`src/shared/aimcr_pkg.sv`:
```
package aimcr_pkg;

    // ----------------------------------------------------------------
    // Bus geometry
    // ----------------------------------------------------------------
    localparam int          ADDR_W = 8;
    localparam int          DATA_W = 32;

    // ----------------------------------------------------------------
    // Register byte offsets
    // ----------------------------------------------------------------
    localparam logic [7:0]  OFF_IRQ_STATUS     = 8'h18;
    localparam logic [7:0]  OFF_IRQ_CLEAR      = 8'h1C;
    localparam logic [7:0]  OFF_IRQ_ENABLE_SET = 8'h20;
    localparam logic [7:0]  OFF_IRQ_DISABLE    = 8'h24;
    localparam logic [7:0]  OFF_IRQ_MASK       = 8'h28;
    localparam logic [7:0]  OFF_LAST_RESULT    = 8'h2C;
    localparam logic [7:0]  OFF_CHAN_IMPL      = 8'h30;
    localparam logic [7:0]  OFF_VERSION        = 8'h34;
    localparam logic [7:0]  OFF_CHAN_EN_SET    = 8'h40;
    localparam logic [7:0]  OFF_CHAN_EN_CLEAR  = 8'h44;
    localparam logic [7:0]  OFF_CHAN_EN_STATE  = 8'h48;

    // ----------------------------------------------------------------
    // Interrupt bit positions
    // ----------------------------------------------------------------
    localparam int          BIT_DATA_READY     = 0;
    localparam int          BIT_OVERRUN        = 1;
    localparam int          BIT_PEN_CONTACT    = 4;
    localparam int          BIT_CONTACT_LOST   = 5;
    localparam int          BIT_READY          = 8;
    localparam int          BIT_BUSY           = 9;
    localparam int          BIT_COMPARE_BELOW  = 12;
    localparam int          BIT_COMPARE_ABOVE  = 13;
    localparam int          BIT_COMPARE_INSIDE = 14;
    localparam logic [31:0] IRQ_USED_MASK      = 32'h0000_7333;

    // ----------------------------------------------------------------
    // Result and version register layout
    // ----------------------------------------------------------------
    localparam int          RESULT_VALUE_LSB   = 0;
    localparam int          RESULT_TAG_LSB     = 16;
    localparam int          RESULT_TAG_W       = 8;
    localparam int          VERSION_VARIANT_LSB = 16;

    // ----------------------------------------------------------------
    // Reset values
    // ----------------------------------------------------------------
    localparam logic [31:0] RST_IRQ_MASK       = 32'h0000_0000;
    localparam logic [31:0] RST_IRQ_STATUS     = 32'h0000_0000;
    localparam logic [31:0] RST_LAST_RESULT    = 32'h0000_0000;
    localparam logic [31:0] RST_CHAN_EN_STATE  = 32'h0000_0000;
    localparam logic [31:0] RST_PRDATA         = 32'h0000_0000;

endpackage : aimcr_pkg

```
`src/hdl/aimcr_regs.sv`:
```
// The APB register port is this design's own decision.
`timescale 1ns/10ps
module aimcr_regs
    import aimcr_pkg::*;
#(
    parameter logic [31:0] CHAN_IMPL   = 32'h0000_03FF,
    parameter logic [11:0] VERSION_NUM = 12'h0A5,   // Arbitrary value
    parameter logic [3:0]  VARIANT_NUM = 4'h0,      // Arbitrary value
    parameter int          RESULT_W    = 12
) (
    // Clock and reset
    input  wire logic                clk_sys,
    input  wire logic                rst_b,
    // APB slave
    input  wire logic                psel,
    input  wire logic                penable,
    input  wire logic                pwrite,
    input  wire logic [ADDR_W-1:0]   paddr,
    input  wire logic [DATA_W-1:0]   pwdata,
    output logic      [DATA_W-1:0]   prdata,
    output logic                     pready,
    output logic                     pslverr,
    // Conversion engine
    input  wire logic                convDone,
    input  wire logic [RESULT_W-1:0] convValue,
    input  wire logic [4:0]          convChannel,
    input  wire logic [31:0]         statusLevels,
    // Sequencer and interrupt
    output logic      [31:0]         channelEnable,
    output logic                     irq
);

    // ----------------------------------------------------------------
    // Elaboration checks
    // ----------------------------------------------------------------
    if (RESULT_W < 1 || RESULT_W > 12) begin : g_bad_width
        $error("aimcr_regs: RESULT_W must be 1 to 12");
    end
    if (CHAN_IMPL == 32'h0000_0000) begin : g_bad_impl
        $error("aimcr_regs: at least one channel must be implemented");
    end

    // ----------------------------------------------------------------
    // Bus decode
    // ----------------------------------------------------------------
    logic        setupPhase;
    logic        writeStrobe;
    logic [31:0] wrData;
    logic        hitMapped;

    assign setupPhase  = psel & ~penable;
    // Writes land only at the access edge, once per transfer
    assign writeStrobe = psel & penable & pwrite;
    assign wrData      = pwdata;
    // Zero wait states: read data was captured in the setup cycle
    assign pready      = 1'b1;

    always_comb begin
        unique case (paddr)
            OFF_IRQ_STATUS, OFF_IRQ_CLEAR, OFF_IRQ_ENABLE_SET, OFF_IRQ_DISABLE,
            OFF_IRQ_MASK, OFF_LAST_RESULT, OFF_CHAN_IMPL, OFF_VERSION,
            OFF_CHAN_EN_SET, OFF_CHAN_EN_CLEAR, OFF_CHAN_EN_STATE: begin
                hitMapped = 1'b1;
            end
            default: begin
                hitMapped = 1'b0;
            end
        endcase
    end

    logic wrClear;
    logic wrEnableSet;
    logic wrDisable;
    logic wrChanSet;
    logic wrChanClear;

    assign wrClear     = writeStrobe && (paddr == OFF_IRQ_CLEAR);
    assign wrEnableSet = writeStrobe && (paddr == OFF_IRQ_ENABLE_SET);
    assign wrDisable   = writeStrobe && (paddr == OFF_IRQ_DISABLE);
    assign wrChanSet   = writeStrobe && (paddr == OFF_CHAN_EN_SET);
    assign wrChanClear = writeStrobe && (paddr == OFF_CHAN_EN_CLEAR);

    // ----------------------------------------------------------------
    // Interrupt mask
    // ----------------------------------------------------------------
    logic [31:0] irqMask;
    logic [31:0] next_irqMask;

    always_comb begin
        next_irqMask = irqMask;
        if (wrEnableSet) begin
            next_irqMask = next_irqMask | (wrData & IRQ_USED_MASK);
        end
        if (wrDisable) begin
            next_irqMask = next_irqMask & ~(wrData & IRQ_USED_MASK);
        end
    end

    always_ff @(posedge clk_sys or negedge rst_b) begin
        if (!rst_b) begin
            irqMask <= RST_IRQ_MASK;
        end else begin
            irqMask <= next_irqMask;
        end
    end

    // ----------------------------------------------------------------
    // Interrupt status
    // ----------------------------------------------------------------
    logic [31:0] irqStatus;
    logic [31:0] next_irqStatus;
    logic [31:0] levelPrev;
    logic [31:0] next_levelPrev;
    logic [31:0] irqEvents;

    always_comb begin
        // Level flags raise an event on their rising edge only
        irqEvents                 = statusLevels & ~levelPrev & IRQ_USED_MASK;
        // Data ready fires on every completion, even if already high
        irqEvents[BIT_DATA_READY] = convDone;
        next_levelPrev            = statusLevels;
        next_irqStatus            = irqStatus;
        if (wrClear) begin
            next_irqStatus = next_irqStatus & ~wrData;
        end
        // Set wins over a clear in the same cycle, so no event is lost
        next_irqStatus = next_irqStatus | irqEvents;
    end

    always_ff @(posedge clk_sys or negedge rst_b) begin
        if (!rst_b) begin
            irqStatus <= RST_IRQ_STATUS;
            levelPrev <= RST_IRQ_STATUS;
        end else begin
            irqStatus <= next_irqStatus;
            levelPrev <= next_levelPrev;
        end
    end

    logic next_irq;

    assign next_irq = |(next_irqStatus & next_irqMask);

    always_ff @(posedge clk_sys or negedge rst_b) begin
        if (!rst_b) begin
            irq <= 1'b0;
        end else begin
            irq <= next_irq;
        end
    end

    // ----------------------------------------------------------------
    // Last converted result
    // ----------------------------------------------------------------
    logic [RESULT_W-1:0]     resultValue;
    logic [RESULT_W-1:0]     next_resultValue;
    logic [RESULT_TAG_W-1:0] resultChannelTag;
    logic [RESULT_TAG_W-1:0] next_resultChannelTag;

    always_comb begin
        next_resultValue      = resultValue;
        next_resultChannelTag = resultChannelTag;
        // Loaded whatever the channel state; a channel toggled mid-conversion
        // simply leaves whatever the engine delivered
        if (convDone) begin
            next_resultValue      = convValue;
            next_resultChannelTag = {3'h0, convChannel};
        end
    end

    always_ff @(posedge clk_sys or negedge rst_b) begin
        if (!rst_b) begin
            resultValue      <= RST_LAST_RESULT[RESULT_W-1:0];
            resultChannelTag <= RST_LAST_RESULT[RESULT_TAG_W-1:0];
        end else begin
            resultValue      <= next_resultValue;
            resultChannelTag <= next_resultChannelTag;
        end
    end

    // ----------------------------------------------------------------
    // Channel enables
    // ----------------------------------------------------------------
    logic [31:0] next_channelEnable;

    always_comb begin
        next_channelEnable = channelEnable;
        if (wrChanSet) begin
            next_channelEnable = next_channelEnable | wrData;
        end
        if (wrChanClear) begin
            next_channelEnable = next_channelEnable & ~wrData;
        end
        // Positions without a channel never hold state
        next_channelEnable = next_channelEnable & CHAN_IMPL;
    end

    always_ff @(posedge clk_sys or negedge rst_b) begin
        if (!rst_b) begin
            channelEnable <= RST_CHAN_EN_STATE;
        end else begin
            channelEnable <= next_channelEnable;
        end
    end

    // ----------------------------------------------------------------
    // Read path
    // ----------------------------------------------------------------
    logic [31:0] readMux;
    logic [31:0] next_prdata;
    logic        next_pslverr;

    always_comb begin
        readMux = 32'h0000_0000;
        unique case (paddr)
            OFF_IRQ_STATUS: begin
                readMux = irqStatus & IRQ_USED_MASK;
            end
            OFF_IRQ_MASK: begin
                readMux = irqMask & IRQ_USED_MASK;
            end
            OFF_LAST_RESULT: begin
                readMux[RESULT_VALUE_LSB +: RESULT_W]   = resultValue;
                readMux[RESULT_TAG_LSB +: RESULT_TAG_W] = resultChannelTag;
            end
            OFF_CHAN_IMPL: begin
                readMux = CHAN_IMPL;
            end
            OFF_VERSION: begin
                readMux[11:0]                     = VERSION_NUM;
                readMux[VERSION_VARIANT_LSB +: 4] = VARIANT_NUM;
            end
            OFF_CHAN_EN_STATE: begin
                readMux = channelEnable;
            end
            default: begin
                // Write-only and unmapped words read as zero
                readMux = 32'h0000_0000;
            end
        endcase
    end

    always_comb begin
        next_prdata  = prdata;
        next_pslverr = pslverr;
        if (setupPhase) begin
            next_prdata  = pwrite ? 32'h0000_0000 : readMux;
            next_pslverr = ~hitMapped;
        end
    end

    always_ff @(posedge clk_sys or negedge rst_b) begin
        if (!rst_b) begin
            prdata  <= RST_PRDATA;
            pslverr <= 1'b0;
        end else begin
            prdata  <= next_prdata;
            pslverr <= next_pslverr;
        end
    end

endmodule : aimcr_regs

```
`config.mk`:
```
export PLATFORM = sky130hd
export DESIGN_NAME = aimcr_regs
export DESIGN_NICKNAME = d
export VERILOG_FILES = /design/src/shared/aimcr_pkg.sv /design/src/hdl/aimcr_regs.sv
export SDC_FILE = /design/constraint.sdc
export NUM_CORES = 1
export LEC_CHECK = 0
export BUFFER_PORTS_ARGS = -buffer_cell sky130_fd_sc_hd__buf_2
export CORE_MARGIN = 3
export CORE_UTILIZATION = 42
export CTS_CLUSTER_SIZE = 16
export DETAILED_ROUTE_END_ITERATION = 10
export PLACE_DENSITY = 0.79
export REMOVE_ABC_BUFFERS = 1
export SETUP_SLACK_MARGIN = 0.1
export SLEW_MARGIN = 20
export SYNTH_ARGS = -nofsm -noshare
export SYNTH_HDL_FRONTEND = slang
export SYNTH_SLANG_ARGS = --single-unit
```
`constraint.sdc`:
```
create_clock -name clk_sys -period 1 [get_ports clk_sys]
set_input_delay 0.2 -clock clk_sys [delete_from_list [all_inputs] [get_ports clk_sys]]
set_output_delay 0.2 -clock clk_sys [all_outputs]
set_load 0.05 [all_outputs]
```
# [Word level (Yosys, flattened, before mapping)]
# Cells that the tools add are included.
[op_classes] mux=11 reduce_logical=7 n_eq_ne=11 bitwise=16
[ops] op="32-bit bitwise AND" n=3
[ops] op="32-bit 2-to-1 mux" n=3
[ops] op="12-bit case mux with 6 select lines" n=1
[ops] op="32-bit by 15-bit bitwise OR with 32-bit output" n=2
[ops] op="8-bit by 6-bit equality test with 1-bit output, second input constant" n=6
[ops] op="15-bit NOT with 32-bit output" n=1
[ops] op="32-bit NOT" n=1
[ops] op="32-bit OR reduction" n=1
[ops] op="8-bit by 7-bit equality test with 1-bit output, second input constant" n=3
[ops] op="24-bit 2-to-1 mux" n=1
[ops] op="10-bit 2-to-1 mux" n=2
[ops] op="8-bit by 5-bit equality test with 1-bit output, second input constant" n=2
[ops] op="15-bit bitwise AND" n=1
[ops] op="15-bit NOT" n=1
[ops] op="11-bit OR reduction" n=1
[ops] op="10-bit bitwise AND" n=1
[ops] op="10-bit bitwise OR" n=1
[ops] op="3-bit case mux with 2 select lines" n=1
[ops] op="1-bit logical AND" n=5
[ops] op="4-bit 2-to-1 mux" n=1
[ops] op="1-bit bitwise AND" n=3
[ops] op="1-bit 2-to-1 mux" n=2
[ops] op="1-bit NOT" n=2
[word_totals] in_bits=95 word_cells=54 out_inout_bits=67 reg_bits=140

# [Depth between registers and ports, before layout]
[logic_depth] depth_word=8 mapped_depth=7

# [Worst setup path before layout]
# OpenSTA, ideal clock, no wires.
[synth_path] path_kind="input to register" from="in paddr[4]" to="reg irq" setup_ns=0.143 path_stages=6 n_path_buf=0 t_arrival_ns=1.374 slack_ns=-0.517 cell_sequence="nor4b_4 > nand4_1 > nand2_1 > o21ai_0 > a222oi_1 > nand4_1"
[synth_between] elab_chain_len=7 word_cells_on_any_way=13 cone_classes="3 x eq/ne; 3 x mux; 3 x bitwise; 4 x reduce/logical"
[synth_lines] element="start, declared" line_no="aimcr_regs.sv:18" source="input wire logic [ADDR_W-1:0] paddr,"
[synth_lines] element="8-bit by 6-bit equality test with 1-bit output" line_no="aimcr_regs.sv:78" source="assign wrEnableSet = writeStrobe && (paddr == OFF_IRQ_ENABLE_SET);"
[synth_lines] element="1-bit logical AND" line_no="aimcr_regs.sv:78"
[synth_lines] element="32-bit 2-to-1 mux" line_no="aimcr_regs.sv:91" source="if (wrEnableSet) begin"
[synth_lines] element="32-bit bitwise AND" line_no="aimcr_regs.sv:95" source="next_irqMask = next_irqMask & ~(wrData & IRQ_USED_MASK);"
[synth_lines] element="32-bit 2-to-1 mux (*)" line_no="aimcr_regs.sv:94" source="if (wrDisable) begin"
[synth_lines] element="via next_irqMask[12]" line_no="aimcr_regs.sv:87" source="logic [31:0] next_irqMask;"
[synth_lines] element="32-bit bitwise AND (*)" line_no="aimcr_regs.sv:142" source="assign next_irq = |(next_irqStatus & next_irqMask);"
[synth_lines] element="32-bit OR reduction (*)" line_no="aimcr_regs.sv:142"
[synth_lines] element="via next_irq" line_no="aimcr_regs.sv:140" source="logic next_irq;"
[synth_lines] element="end signal, assigned" line_no="aimcr_regs.sv:148" source="irq <= next_irq;"
[synth_lines] element="end, declared" line_no="aimcr_regs.sv:30" source="output logic irq"
# Mark *: on every way through the listed nets, which the timed path passes. The rest lies on a longest branch.
# A chain may end at the register's enable or synchronous reset.

# [Worst setup path in the final report]
[layout_path] from="in paddr[7]" to="reg irq"
[layout_between] word_cells_on_any_way=13 cone_classes="3 x eq/ne; 3 x mux; 3 x bitwise; 4 x reduce/logical"
[layout_lines] element="8-bit by 5-bit equality test with 1-bit output" line_no="aimcr_regs.sv:77" source="assign wrClear = writeStrobe && (paddr == OFF_IRQ_CLEAR);"
[layout_lines] element="1-bit logical AND" line_no="aimcr_regs.sv:77"
[layout_lines] element="32-bit 2-to-1 mux" line_no="aimcr_regs.sv:123" source="if (wrClear) begin"
[layout_lines] element="32-bit by 15-bit bitwise OR with 32-bit output" line_no="aimcr_regs.sv:127" source="next_irqStatus = next_irqStatus | irqEvents;"
[layout_lines] element="via next_irqStatus[8]" line_no="aimcr_regs.sv:111" source="logic [31:0] next_irqStatus;"
[layout_lines] element="32-bit bitwise AND" line_no="aimcr_regs.sv:142"
[layout_lines] element="32-bit OR reduction" line_no="aimcr_regs.sv:142"
[layout_lines] element="via next_irq" line_no="aimcr_regs.sv:140"
# The timed path passes the listed nets, and every way through them passes these cells.

==> results.md <==
- CTS Buf Count: 9
- Detailed Place HPWL: 6840 um
- Final Instance Area: around 5500 um2
- PwrDens: 1330 nW/um2
- GRT overflow: 0
- Final Hold Viols: 0
- Die ar.: around 9400 um2
- Placer Congestion: 0.978
- Cells after synthesis: 327
- Gr usage total: between 20% and 30%
- Yosys warns: 0
- Final Routed Wirelength: 11100 um
- Antenna cell count: 0
- Combinational Power Share: between 15 and 20%
- Via count: 3193
- Clock sinks: 75
- Post-place setup slack: -0.838 ns
- Crit path required time: between 1 and 1.5 ns
- Yosys cell types: 40
- Failing checks: setup timing
- Chip Width: 97.0 um
- Chip height: around 97 um
- Root Buffer: clkbuf_8
- VDD IR max: 0.00102 V
- Worst hold path class: in2reg
- Crit path capture type: register
- Sw power: 1.89 mW
- F_max: 661 MHz
- Sw frac: between 20% and 30%
- Worst Skew: 0.00773 ns
- Initial Utilization: between 40% and 50%
- WS Path Type: in2reg
- Final setup fails: 74
- I/O pin count: 162
- Max FO, Critical Path: 7
- Startpoint types: primary input
- Setup slack after layout: -0.513 ns
- DRC errors left: 0
- Post-Syn Area: 3480 um2
- Area delta synth->final: 57.3%
- Placed Area: 4210 um2
- Hold slack: 0.0777 ns
- Cells after DPL: between 500 and 600
- Initial DRC Count: 178
- Post-synth top area share: a little over half
- Post-synthesis sequential area ratio: 53.9%
- Worst-path clk slew: 0.08 ns
- Vias in the first global route: 3240
- Antenna violations before repair: 0
- Antenna-violating nets left: 0
- Tcrit/Tclk final: 151%
- FFs w/ async S/R, synth: 100%
- Internal power: 5.41 mW
- Yosys top cell by area: dfrtp_1
- First-pass GRT wire length: roughly 16000 um
- Top-count cell post-synth: dfrtp_1
- Port Buffer Count: 83
- Total power: 7.30 mW
- Largest net degree at the start of global routing: 76
- Part of the power in the clock network: 40.6%
- Part of the power in registers: 43.9%
- Post-Layout Cell Count: 602
- Skew-Pair Late Insertion Delay: between 0.3 and 0.4 ns
- Post-synth EDFFs: 0
- Via density: 5.30
- Area contributors post-synth: dfrtp_1, buf_4, o21ai_0
- Max-Cap Viols: 0
- # rows: 32
- H-tree levels: 3
- Final Max Tran Viols: 0
- Nets: 590
- Core area: 7890 um2
- RSZ-0062 raised after global routing: yes
- Longest Clk Path Bufs: 2
- Register bit count reported by yosys: 75
- Leakage: 2.62 nW
- Synthesized area per cell: 10.6 um2
- Arrival @ worst endpoint: about 1.7 ns
- Wire per inst: roughly 18 um
- Commonest cells post-synth: dfrtp_1, nand2_1, o21ai_0
- Fin crit period: 1.51 ns
- DRT Pass-1 Iters: 4
- Synth Flop Type: dfrtp_1
- CTS tree: done
- Status: complete, but fails checks
- Ratio of cells with drive above 1 in the final layout: around 50%
## timing repair
action / in CTS / in global routing
gates resized for setup: 103 / 104
hold endpoints to repair: 83 / 0
pin swaps: 19 / 38
endpoints found under the setup margin: 82 / 82
cloned: 0 / 0
buffers inserted: 24 / 12
hold buffers: 9 / 0
## through the flow
| step | utilization [%] | setup TNS (ns) |
|---|---|---|
| floorplan | - | -25.72 |
| global placement | 53.3 | -27.47 |
| detailed placement | 53.3 | -29.22 |
| CTS | 64.1 | -13.39 |
| global route | 69.4 | -14.18 |
| finish | 69.4 | -11.46 |
## routing by layer
layer / vias up / global-route usage, % / routed length (um)
met5: - / 0 / 0
met4: 0 / 11.1 / 368
met3: 31 / 5.26 / 788
met2: 162 / 35.4 / 5590
met1: 1572 / 26.8 / 4330
li1: 1428 / - / -
## cell type report
type / instances / area [um2]
clock buffer: 12 / 165
clock inverter: 4 / 95.1
fill: 524 / 2410
inverter: 11 / 41.3
multi-input combinational: 226 / 1700
sequential: 75 / 1880
tap: 102 / 128
timing repair buffer: 172 / 1470
## power groups by stage
stage | Combinational [mW] | Clock [mW] | Sequential, mW
after floorplan | 0.456 | 0 | 3.30
final | 1.13 | 2.96 | 3.21
after detailed placement | 0.903 | 0 | 3.26
after CTS | 1.02 | 2.99 | 3.20
after global routing | 1.19 | 3.15 | 3.22
after global placement | 0.890 | 0 | 3.25
## cell families after synthesis
group | count (synthesis) | share of synthesized area [%]
AO/OA/AOI/OAI | 76 | 14.4
XOR/XNOR | 1 | 0.252
buffers and inverters | 59 | 10.5
flip-flops | 75 | 53.9
multiplexers | 23 | 7.22
other | 2 | 0.216
AND/OR/NAND/NOR | 91 | 13.6
## worst paths after layout
kind / cells after the start / start / slack (ns) / endpoint
worst max register to register: 5 / irqStatus[1] / -0.23 / irq
worst max-delay path: 9 / paddr[7] / -0.51 / irq
worst min register to register: 1 / levelPrev[9] / 0.45 / irqStatus[9]
worst min-delay path: 2 / convValue[11] / 0.08 / resultValue[11]
max in group asynchronous: 3 / rst_b / 0.25 / prdata[1]
min in group asynchronous: 3 / rst_b / 0.41 / prdata[13]
## placed cells by master, fill, tap and decap left out, drive strengths merged, types with 2 or more instances in the layout
cell type    synthesis  layout
a22o                12      12
a22oi                6       6
nor2b                2       2
and4                 2       2
o21ai               40      40
a221oi              10      10
clkbuf               8      12
or3                  2       2
nor4bb               2       2
nand2               52      52
nor3                 2       2
nand3                2       2
a21bo                2       2
bufinv               0       3
dlygate4sd3          0       9
nor2                 7       7
inv                 11      11
buf                 40     163
nand4               10      10
conb                 2      35
mux2i                6       6
nand2b               3       3
dfrtp               75      75
mux2                17      17
## critical path, stage by stage
cell and delay [ns]:
buf_12 0.11, and4b_1 0.23, and4_1 0.24, buf_6 0.16, buf_6 0.11, nand2_2 0.04
a22o_1 0.21, a22oi_1 0.28, nand4_1 0.14
No activity file was read; power rests on OpenSTA's default activity.
